[config.mk]
export PLATFORM = sky130hd
export DESIGN_NAME = clbc_top
export DESIGN_NICKNAME = d
export VERILOG_FILES = /design/src/clbc_pkg.sv /design/src/clbc_top.sv
export SDC_FILE = /design/constraint.sdc
export NUM_CORES = 1
export LEC_CHECK = 0
export ABC_AREA = 1
export ABC_CLOCK_PERIOD_IN_PS = 1700
export BUFFER_PORTS_ARGS = -buffer_cell sky130_fd_sc_hd__buf_2
export CORE_MARGIN = 2
export CORE_UTILIZATION = 37
export CTS_CLUSTER_SIZE = 12
export DETAILED_ROUTE_END_ITERATION = 8
export GPL_ROUTABILITY_DRIVEN = 0
export GPL_TIMING_DRIVEN = 0
export PLACE_DENSITY = 0.7
export SLEW_MARGIN = 40
export SYNTH_ARGS = -nofsm -noshare
export SYNTH_HDL_FRONTEND = slang
export SYNTH_SLANG_ARGS = --single-unit
[constraint.sdc]
create_clock -name SYS_CLK -period 1.7 [get_ports SYS_CLK]
set_input_delay 0.17 -clock SYS_CLK [delete_from_list [all_inputs] [get_ports SYS_CLK]]
set_output_delay 0.17 -clock SYS_CLK [all_outputs]
set_load 0.005 [all_outputs]
[src/clbc_pkg.sv]
// Shared constants and types for the local bus control block.
package clbc_pkg;
  // Cycle kinds requested by the execution core.
  typedef enum logic [2:0] {
    CLBC_REQ_FETCH,
    CLBC_REQ_MEM_RD,
    CLBC_REQ_MEM_WR,
    CLBC_REQ_IO_RD,
    CLBC_REQ_IO_WR,
    CLBC_REQ_HALT,
    CLBC_REQ_SHUTDOWN,
    CLBC_REQ_INTA
  } clbc_req_t;

  localparam logic [1:0] CLBC_ST_INTA   = 2'h0;
  localparam logic [1:0] CLBC_ST_HALT   = 2'h0;
  localparam logic [1:0] CLBC_ST_READ   = 2'h1;
  localparam logic [1:0] CLBC_ST_WRITE  = 2'h2;
  localparam logic [1:0] CLBC_ST_IDLE   = 2'h3;
  localparam logic [1:0] CLBC_HALT_A1   = 2'h2;
  localparam logic [1:0] CLBC_SHUT_A1   = 2'h0;
  localparam int         CLBC_RST_MIN_CYC  = 16;
  localparam int         CLBC_INIT_CYC     = 50;
  localparam int         CLBC_NMI_LVL_CYC  = 4;
  localparam logic [7:0] CLBC_NMI_VECTOR   = 8'h02;
  localparam int         CLBC_INTA_CYCLES  = 2;
endpackage : clbc_pkg

[src/clbc_top.sv]
// Local bus control: cycle status, lock, ready, hold, interrupts, coprocessor handshake.
`timescale 1ns/1ps
module clbc_top
  import clbc_pkg::*;
(
  input  wire logic       SYS_CLK,
  input  wire logic       RST,
  input  wire logic       CYC_REQ,
  input  wire clbc_req_t  CYC_KIND,
  input  wire logic       CYC_LOCKED,
  input  wire logic       CYC_OPERAND,
  output logic            CYC_DONE,
  input  wire logic       INT_ENABLE,
  input  wire logic       WAIT_INSTR,
  input  wire logic       INSTR_END_NEAR,
  output logic            INT_TAKE,
  output logic [7:0]      INT_VECTOR,
  output logic            INT_INTERNAL,
  output logic            EXEC_STALL,
  output logic            INIT_DONE,
  input  wire logic       READY_N,
  input  wire logic       BUS_REQUEST,
  input  wire logic       MASKABLE_IRQ,
  input  wire logic       NMI_REQUEST,
  input  wire logic       EXT_OPERAND_REQUEST,
  input  wire logic       COPRO_BUSY_N,
  input  wire logic       COPRO_ERROR_N,
  output logic            CYCLE_STATUS_HI_N,
  output logic            CYCLE_STATUS_HI_N_OE,
  output logic            CYCLE_STATUS_LO_N,
  output logic            CYCLE_STATUS_LO_N_OE,
  output logic            MEM_IO_SELECT,
  output logic            MEM_IO_SELECT_OE,
  output logic            FETCH_OR_INTACK_QUALIFIER,
  output logic            FETCH_OR_INTACK_QUALIFIER_OE,
  output logic            BUS_LOCK_N,
  output logic            BUS_LOCK_N_OE,
  output logic            EXT_OPERAND_ACK_N,
  output logic            EXT_OPERAND_ACK_N_OE,
  output logic            ADDR_A1,
  output logic            BUS_DRIVE_OE,
  output logic            BUS_GRANT_ACK
);
  typedef enum {CLBC_INIT, CLBC_IDLE, CLBC_STAT, CLBC_CMD, CLBC_FLOAT, CLBC_GRANT} clbc_state_t;

  // Two-flop synchronisers for every input from outside the clock domain.
  logic [6:0] sync1, sync2;
  always_ff @(posedge SYS_CLK or posedge RST) begin
    if (RST) begin
      sync1 <= 7'h61;
      sync2 <= 7'h61;
    end else begin
      sync1 <= {COPRO_ERROR_N, COPRO_BUSY_N, EXT_OPERAND_REQUEST, NMI_REQUEST, MASKABLE_IRQ, BUS_REQUEST, READY_N};
      sync2 <= sync1;
    end
  end
  wire ready_n_s = sync2[0];
  wire hold_s    = sync2[1];
  wire irq_s     = sync2[2];
  wire nmi_s     = sync2[3];
  wire peq_s     = sync2[4];
  wire busy_n_s  = sync2[5];
  wire err_n_s   = sync2[6];

  function automatic logic [3:0] clbc_encode(input clbc_req_t k);
    // Returns {code qualifier, memory select, status pair}; reserved codes cannot arise.
    case (k)
      CLBC_REQ_INTA:     clbc_encode = {2'b00, CLBC_ST_INTA};
      CLBC_REQ_HALT:     clbc_encode = {2'b01, CLBC_ST_HALT};
      CLBC_REQ_SHUTDOWN: clbc_encode = {2'b01, CLBC_ST_HALT};
      CLBC_REQ_MEM_RD:   clbc_encode = {2'b01, CLBC_ST_READ};
      CLBC_REQ_MEM_WR:   clbc_encode = {2'b01, CLBC_ST_WRITE};
      CLBC_REQ_FETCH:    clbc_encode = {2'b11, CLBC_ST_READ};
      CLBC_REQ_IO_RD:    clbc_encode = {2'b10, CLBC_ST_READ};
      CLBC_REQ_IO_WR:    clbc_encode = {2'b10, CLBC_ST_WRITE};
      default:           clbc_encode = {2'b00, CLBC_ST_IDLE};
    endcase
  endfunction : clbc_encode

  clbc_state_t state, next_state;
  logic [5:0]  init_cnt, next_init_cnt;
  logic        phase, next_phase;
  logic [1:0]  status, next_status;
  logic        mio, next_mio, cod, next_cod, lock, next_lock, lock_hold, next_lock_hold;
  logic        a1, next_a1, ext_operand_ack_n, next_ext_operand_ack_n;

  always_comb begin
    next_state     = state;
    next_init_cnt  = init_cnt;
    next_phase     = ~phase;
    next_status    = CLBC_ST_IDLE;
    next_mio       = mio;
    next_cod       = cod;
    next_lock      = lock_hold;
    next_lock_hold = lock_hold;
    next_a1        = a1;
    next_ext_operand_ack_n     = 1'b1;
    CYC_DONE       = 1'b0;
    case (state)
      CLBC_INIT: begin
        next_init_cnt = init_cnt + 6'h01;
        if (init_cnt == 6'(CLBC_INIT_CYC - 1))
          next_state = CLBC_IDLE;
      end
      CLBC_IDLE: begin
        if (hold_s && !lock_hold) begin
          next_state = CLBC_FLOAT;
        end else if (CYC_REQ) begin
          {next_cod, next_mio, next_status} = clbc_encode(CYC_KIND);
          next_a1        = (CYC_KIND == CLBC_REQ_HALT) ? CLBC_HALT_A1[1] : CLBC_SHUT_A1[1];
          next_lock      = CYC_LOCKED || (CYC_KIND == CLBC_REQ_INTA);
          next_lock_hold = next_lock;
          next_ext_operand_ack_n     = ~CYC_OPERAND;
          next_state     = CLBC_STAT;
        end
      end
      CLBC_STAT: begin
        next_ext_operand_ack_n = ext_operand_ack_n;
        next_state = CLBC_CMD;
      end
      CLBC_CMD: begin
        next_ext_operand_ack_n = ext_operand_ack_n;
        if (!ready_n_s) begin
          CYC_DONE       = 1'b1;
          next_ext_operand_ack_n     = 1'b1;
          next_lock_hold = CYC_REQ && CYC_LOCKED;
          next_lock      = next_lock_hold;
          next_state     = CLBC_IDLE;
        end
      end
      CLBC_FLOAT: begin
        next_lock  = 1'b0;
        next_state = CLBC_GRANT;
      end
      CLBC_GRANT: begin
        next_lock = 1'b0;
        if (!hold_s)
          next_state = CLBC_IDLE;
      end
      default: next_state = CLBC_IDLE;
    endcase
  end

  always_ff @(posedge SYS_CLK or posedge RST) begin
    if (RST) begin
      state     <= CLBC_INIT;
      init_cnt  <= 6'h00;
      phase     <= 1'b0;
      status    <= CLBC_ST_IDLE;
      mio       <= 1'b0;
      cod       <= 1'b0;
      lock      <= 1'b0;
      lock_hold <= 1'b0;
      a1        <= 1'b1;
      ext_operand_ack_n     <= 1'b1;
    end else begin
      state     <= next_state;
      init_cnt  <= next_init_cnt;
      phase     <= next_phase;
      status    <= next_status;
      mio       <= next_mio;
      cod       <= next_cod;
      lock      <= next_lock;
      lock_hold <= next_lock_hold;
      a1        <= next_a1;
      ext_operand_ack_n     <= next_ext_operand_ack_n;
    end
  end

  wire granted = (state == CLBC_FLOAT) || (state == CLBC_GRANT);
  // Pins go undriven before the acknowledge rises, so another master never overlaps us.
  assign BUS_DRIVE_OE                 = !granted;
  assign CYCLE_STATUS_HI_N            = granted | status[1];
  assign CYCLE_STATUS_LO_N            = granted | status[0];
  assign CYCLE_STATUS_HI_N_OE         = !granted;
  assign CYCLE_STATUS_LO_N_OE         = !granted;
  assign MEM_IO_SELECT                = mio;
  assign MEM_IO_SELECT_OE             = !granted;
  assign FETCH_OR_INTACK_QUALIFIER    = cod;
  assign FETCH_OR_INTACK_QUALIFIER_OE = !granted;
  assign BUS_LOCK_N                   = granted | ~lock;
  assign BUS_LOCK_N_OE                = !granted;
  assign EXT_OPERAND_ACK_N            = granted | ext_operand_ack_n;
  assign EXT_OPERAND_ACK_N_OE         = !granted;
  assign ADDR_A1                      = a1;
  assign BUS_GRANT_ACK                = (state == CLBC_GRANT);
  assign INIT_DONE                    = (state != CLBC_INIT);

  // Interrupt sampling and non-maskable edge detection.
  logic nmi_prev, next_nmi_prev, nmi_pend, next_nmi_pend;
  logic [2:0] nmi_low, next_nmi_low, nmi_high, next_nmi_high;
  logic       take, next_take, internal, next_internal;
  logic [7:0] vec, next_vec;
  always_comb begin
    next_nmi_prev = nmi_s;
    next_nmi_low  = (!nmi_s && nmi_low != 3'(CLBC_NMI_LVL_CYC)) ? nmi_low + 3'h1 : (nmi_s ? nmi_low : 3'h1);
    next_nmi_high = nmi_s ? ((nmi_high != 3'(CLBC_NMI_LVL_CYC)) ? nmi_high + 3'h1 : nmi_high) : 3'h0;
    next_nmi_pend = nmi_pend;
    if (!nmi_s)
      next_nmi_low = (nmi_prev) ? 3'h1 : next_nmi_low;
    next_take     = 1'b0;
    next_internal = 1'b0;
    next_vec      = vec;
    if (INSTR_END_NEAR && phase) begin
      if (nmi_pend) begin
        next_take     = 1'b1;
        next_internal = 1'b1;
        next_vec      = CLBC_NMI_VECTOR;
        next_nmi_pend = 1'b0;
      end else if (!err_n_s && WAIT_INSTR) begin
        next_take     = 1'b1;
        next_internal = 1'b1;
        next_vec      = 8'h10;
      end else if (irq_s && INT_ENABLE) begin
        next_take = 1'b1;
      end
    end
    // A new edge in the cycle that services the old one must not be lost, so the set comes last.
    if (nmi_s && nmi_high == 3'(CLBC_NMI_LVL_CYC - 1) && nmi_low == 3'(CLBC_NMI_LVL_CYC))
      next_nmi_pend = 1'b1;
  end
  always_ff @(posedge SYS_CLK or posedge RST) begin
    if (RST) begin
      nmi_prev <= 1'b0;
      nmi_pend <= 1'b0;
      nmi_low  <= 3'h0;
      nmi_high <= 3'h0;
      take     <= 1'b0;
      internal <= 1'b0;
      vec      <= 8'h00;
    end else begin
      nmi_prev <= next_nmi_prev;
      nmi_pend <= next_nmi_pend;
      nmi_low  <= next_nmi_low;
      nmi_high <= next_nmi_high;
      take     <= next_take;
      internal <= next_internal;
      vec      <= next_vec;
    end
  end
  assign INT_TAKE     = take;
  assign INT_INTERNAL = internal;
  assign INT_VECTOR   = vec;
  // Stall ends on busy high, on an enabled maskable request, or on a pending non-maskable interrupt so the core can service it.
  assign EXEC_STALL   = WAIT_INSTR && !busy_n_s && !(irq_s && INT_ENABLE) && !nmi_pend;

  chk_inta_code: assert property (@(posedge SYS_CLK) disable iff (RST)
    (state == CLBC_IDLE && !hold_s && CYC_REQ && CYC_KIND == CLBC_REQ_INTA) |=>
    (!cod && !mio && !CYCLE_STATUS_HI_N && !CYCLE_STATUS_LO_N)) else $error("bad inta code");
  chk_no_reserved: assert property (@(posedge SYS_CLK) disable iff (RST)
    !({cod, mio, status} inside {4'b0001, 4'b0010, 4'b1000})) else $error("reserved code issued");
  chk_ready_end: assert property (@(posedge SYS_CLK) disable iff (RST)
    (state == CLBC_CMD && ready_n_s) |=> (state == CLBC_CMD)) else $error("cycle ended early");
  chk_grant_float: assert property (@(posedge SYS_CLK) disable iff (RST)
    $rose(BUS_GRANT_ACK) |-> $past(!BUS_DRIVE_OE)) else $error("grant before float");
  chk_grant_hold: assert property (@(posedge SYS_CLK) disable iff (RST)
    BUS_GRANT_ACK |-> (BUS_LOCK_N && CYCLE_STATUS_HI_N && !BUS_LOCK_N_OE)) else $error("lock not floated");
  chk_grant_mio: assert property (@(posedge SYS_CLK) disable iff (RST)
    BUS_GRANT_ACK |-> $stable(mio) && $stable(cod)) else $error("select moved in grant");
  chk_init_len: assert property (@(posedge SYS_CLK) disable iff (RST)
    $rose(INIT_DONE) |-> init_cnt == 6'(CLBC_INIT_CYC)) else $error("init length wrong");
  chk_mask_irq: assert property (@(posedge SYS_CLK) disable iff (RST)
    (take && !internal) |-> $past(INT_ENABLE)) else $error("masked irq taken");
endmodule : clbc_top

==> out/metrics.yaml <==
min_delay_path_depth: 2
cts.htree.levels: 2
tritoncts_buffers: 5
route.vias.total: 1425
rr_worst_depth: 6
postSynth.asyncResetShare: 1.000
setup_repair_after_global_routing_missed_its_margin: "no"
finalWirelength_um: 3238
drt_pass1_iterations: 4
slew_headroom: 0.6664
fin_hold_ws_ns: 0.01330
netlist_instances: 198
holdPathEnd: "ext_operand_ack_n"
pwr-share-clk: 0.214
routedWlPerCell_um: 9.963
status: "finished, final reports clean"
clock_edge_transition_at_the_registers_on_the_reported_setup_and_hold_paths_ns: 0.08
grt_start_max_net_pins: 43
stdcell_area_um2: 2407
pwr-share-seq: 0.465
row_count: 26
end_kind: "output pin"
chipWidth_um: 76.59
antenna_cells: 0
criticalPathCategory: "reg2out"
port_buffers: 37
worst_clock_skew_ns: 0.01354
dpl_cell_area_um2: 2243
crit_chain: "inv_1, nand2_1, nor3_1, buf_2"
fmax_ghz: 0.6505
hpwlAfterDp_um: 2372
floorplan.initialDensity: 0.3817
grt_overflow_total: 0
synth-seq-cells: 42
p_comb_frac: 0.321
nNetsFinal: 283
p_sw_w: 0.001023
critPathMaxStageDelay_ns: 0.43
areaGrowthSynthToFinish_pct: 23.49
setup_viol: 0
final.period_utilization: 0.9042
post_synthesis_instance_area_um2: 1949
postSynth.topFlopCell: "sky130_fd_sc_hd__dfrtp_1"
worstReg2RegStart: "state[2]"
clk_path_buf_depth: 2
power_report.internal_total_w: 0.002004
critPathSlowestCell: "sky130_fd_sc_hd__dfrtp_1"
fin_cells: 325
synth.distinct_cells: 26
grt_pass1_wl_um: 6009
die-area_um2: 5865
drcViolationCount: 0
synthesis.yosys.warnings: 0
reg2reg_to: "state[1]"
worst_hold_startpoint: "CYC_OPERAND"
final_core_utilization: 0.4713
tritoncts: "yes"
timing.final.max_slew_violations: 0
yosysSeqAreaShare: 0.5456
die-height_um: 76.59
worstPathRequired_ns: 1.53
reg2reg_setup_slack_ns: 0.39
final_sum_of_negative_setup_slack_ns: 0
avgSynthCellArea_um2: 9.845
ctsRootBufferMaster: "sky130_fd_sc_hd__clkbuf_8"
timing.final.hold_violations: 0
worst_slew_pin_slew_ns: 0.5004
core-area_um2: 5107
timing.critical_path.arrival_ns: 1.37
antenna_found_initial: 0
period_needed_ns: 1.537
placed_cells_incl_taps: 310
antenna_left: 0
critical_path_buf_inv_count: 2
holdCritPathClass: "in2reg"
number_of_global_route_vias_before_repair: 1396
io-pin-count: 46
p_leak_nw: 1.226
power.density_cell_area_nw_per_um2: 1257
critical_path.startpoint_type: "flop"
drv_cap: 0
drive_gt1_frac: 0.3176
globalRouteTotalUtil: 0.1264
p_sw_frac: 0.3378
drt-vias-per-instance: 4.385
numClockSinks: 42
clkLatencyLatePin_ns: 0.29
crit_fanout: 4
maximum_vdd_drop_v: 0.0005410
cpLargestDelayFamily: "flip-flops"
drt_iter0_drc: 58
number_of_enable_flip_flop_cells_after_synthesis: 0
-- per-layer routing --
layer  global-route usage  vias to the layer above  share of wire
met5                    0                        -              0
li1                     -                      716              -
met1               0.1484                      672           0.43
met2               0.2221                       32           0.50
met3              0.03436                        5          0.049
met4              0.04364                        0          0.016
-- per-stage QoR --
stage / worst slack, ns / power [W]
2_1_floorplan: 0.5317 / 0.002079
3_3_place_gp: 0.02479 / 0.002353
3_5_place_dp: 0.3904 / 0.002390
4_1_cts: 0.03438 / 0.003069
5_1_grt: 0.08489 / 0.003291
6_report: 0.1628 / 0.003027
-- registers in the layout, indices dropped and copies added, names as in the netlist, 2 cells and up --
register	flops
INT_VECTOR	2
init_cnt	6
nmi_high	3
nmi_low	3
state	3
status	2
sync1	6
sync2	6
-- cells by family after synthesis --
kind of cell               count (synthesis)  share of synthesized area
DFF                                       42                     0.5456
other                                      1                   0.001924
adders and majority gates                 11                    0.07060
AOI/OAI and AO/OA                         23                    0.07061
and+or+nand+nor                           69                     0.1727
xor gates and xnor gates                   6                    0.02696
buffers and inverters                     46                     0.1117
-- cell usage after synthesis, types with 4 or more instances --
cell / number / area, um^2
sky130_fd_sc_hd__ha_1: 11 / 137.6
sky130_fd_sc_hd__inv_1: 33 / 123.9
sky130_fd_sc_hd__o211ai_1: 4 / 30.03
sky130_fd_sc_hd__dfstp_2: 10 / 262.8
sky130_fd_sc_hd__a21oi_1: 6 / 30.03
sky130_fd_sc_hd__buf_4: 12 / 90.09
sky130_fd_sc_hd__nor2_1: 16 / 60.06
sky130_fd_sc_hd__dfrtp_1: 32 / 800.8
sky130_fd_sc_hd__o21ai_0: 8 / 40.04
sky130_fd_sc_hd__xor2_1: 5 / 43.79
sky130_fd_sc_hd__nand3_1: 15 / 75.07
sky130_fd_sc_hd__nand2_1: 23 / 86.33
-- final cells by class --
type	count	area (um^2)
Buffer	13	93.84
Tap cell	70	87.58
Sequential cell	42	1064
Clock inverter	1	5.005
Fill cell	500	2700
Clock buffer	7	86.33
Multi-Input combinational cell	115	689.4
Inverter	33	126.4
Timing Repair Buffer	44	255.2
-- cell usage in the layout, fill, tap and decap left out, types with 2 or more instances in the layout --
cell type	instances
sky130_fd_sc_hd__buf_4	12
sky130_fd_sc_hd__a31oi_1	2
sky130_fd_sc_hd__dfstp_2	10
sky130_fd_sc_hd__nor2_1	15
sky130_fd_sc_hd__inv_1	31
sky130_fd_sc_hd__buf_2	37
sky130_fd_sc_hd__clkbuf_8	6
sky130_fd_sc_hd__nand4_1	3
sky130_fd_sc_hd__nand3_1	15
sky130_fd_sc_hd__nand2_1	23
sky130_fd_sc_hd__a21oi_2	2
sky130_fd_sc_hd__o211ai_1	4
sky130_fd_sc_hd__o21ai_0	8
sky130_fd_sc_hd__conb_1	6
sky130_fd_sc_hd__dlygate4sd3_1	7
sky130_fd_sc_hd__or2_2	3
sky130_fd_sc_hd__dfrtp_1	32
sky130_fd_sc_hd__clkbuf_1	2
sky130_fd_sc_hd__ha_1	11
sky130_fd_sc_hd__a21oi_1	6
sky130_fd_sc_hd__nand3_2	2
sky130_fd_sc_hd__nor2_4	3
sky130_fd_sc_hd__nor2_2	2
sky130_fd_sc_hd__xor2_1	5
-- power by group through the flow --
stage	logic (W)	clock network [W]	registers, W
after floorplan	0.000687	0	0.00139
after global placement	0.000937	0	0.00142
after detailed placement	0.000967	0	0.00142
after CTS	0.000981	0.000681	0.00141
after global routing	0.00113	0.000718	0.00145
final	0.000971	0.000648	0.00141
-- timing repair --
| action | 4_1_cts | 5_1_grt |
|---|---|---|
| hold buffers | 7 | 0 |
| endpoints found under the setup margin | 0 | 7 |
| endpoints found under the hold margin | 38 | 0 |
| setup buffers | 0 | 0 |
| gates resized for setup | 0 | 2 |
-- worst max path at each step --
stage,start,end,slack [ns],cells after the start
3_3_place_gp,RST,FETCH_OR_INTACK_QUALIFIER,0.02,2
4_1_cts,state[2],EXT_OPERAND_ACK_N_OE,0.03,5
2_1_floorplan,state[0],init_cnt[5],0.53,5
3_5_place_dp,state[2],EXT_OPERAND_ACK_N_OE,0.39,5
6_report,state[2],CYC_DONE,0.16,4
5_1_grt,state[2],CYC_DONE,0.08,4
Power figures use the tool's default switching activity.
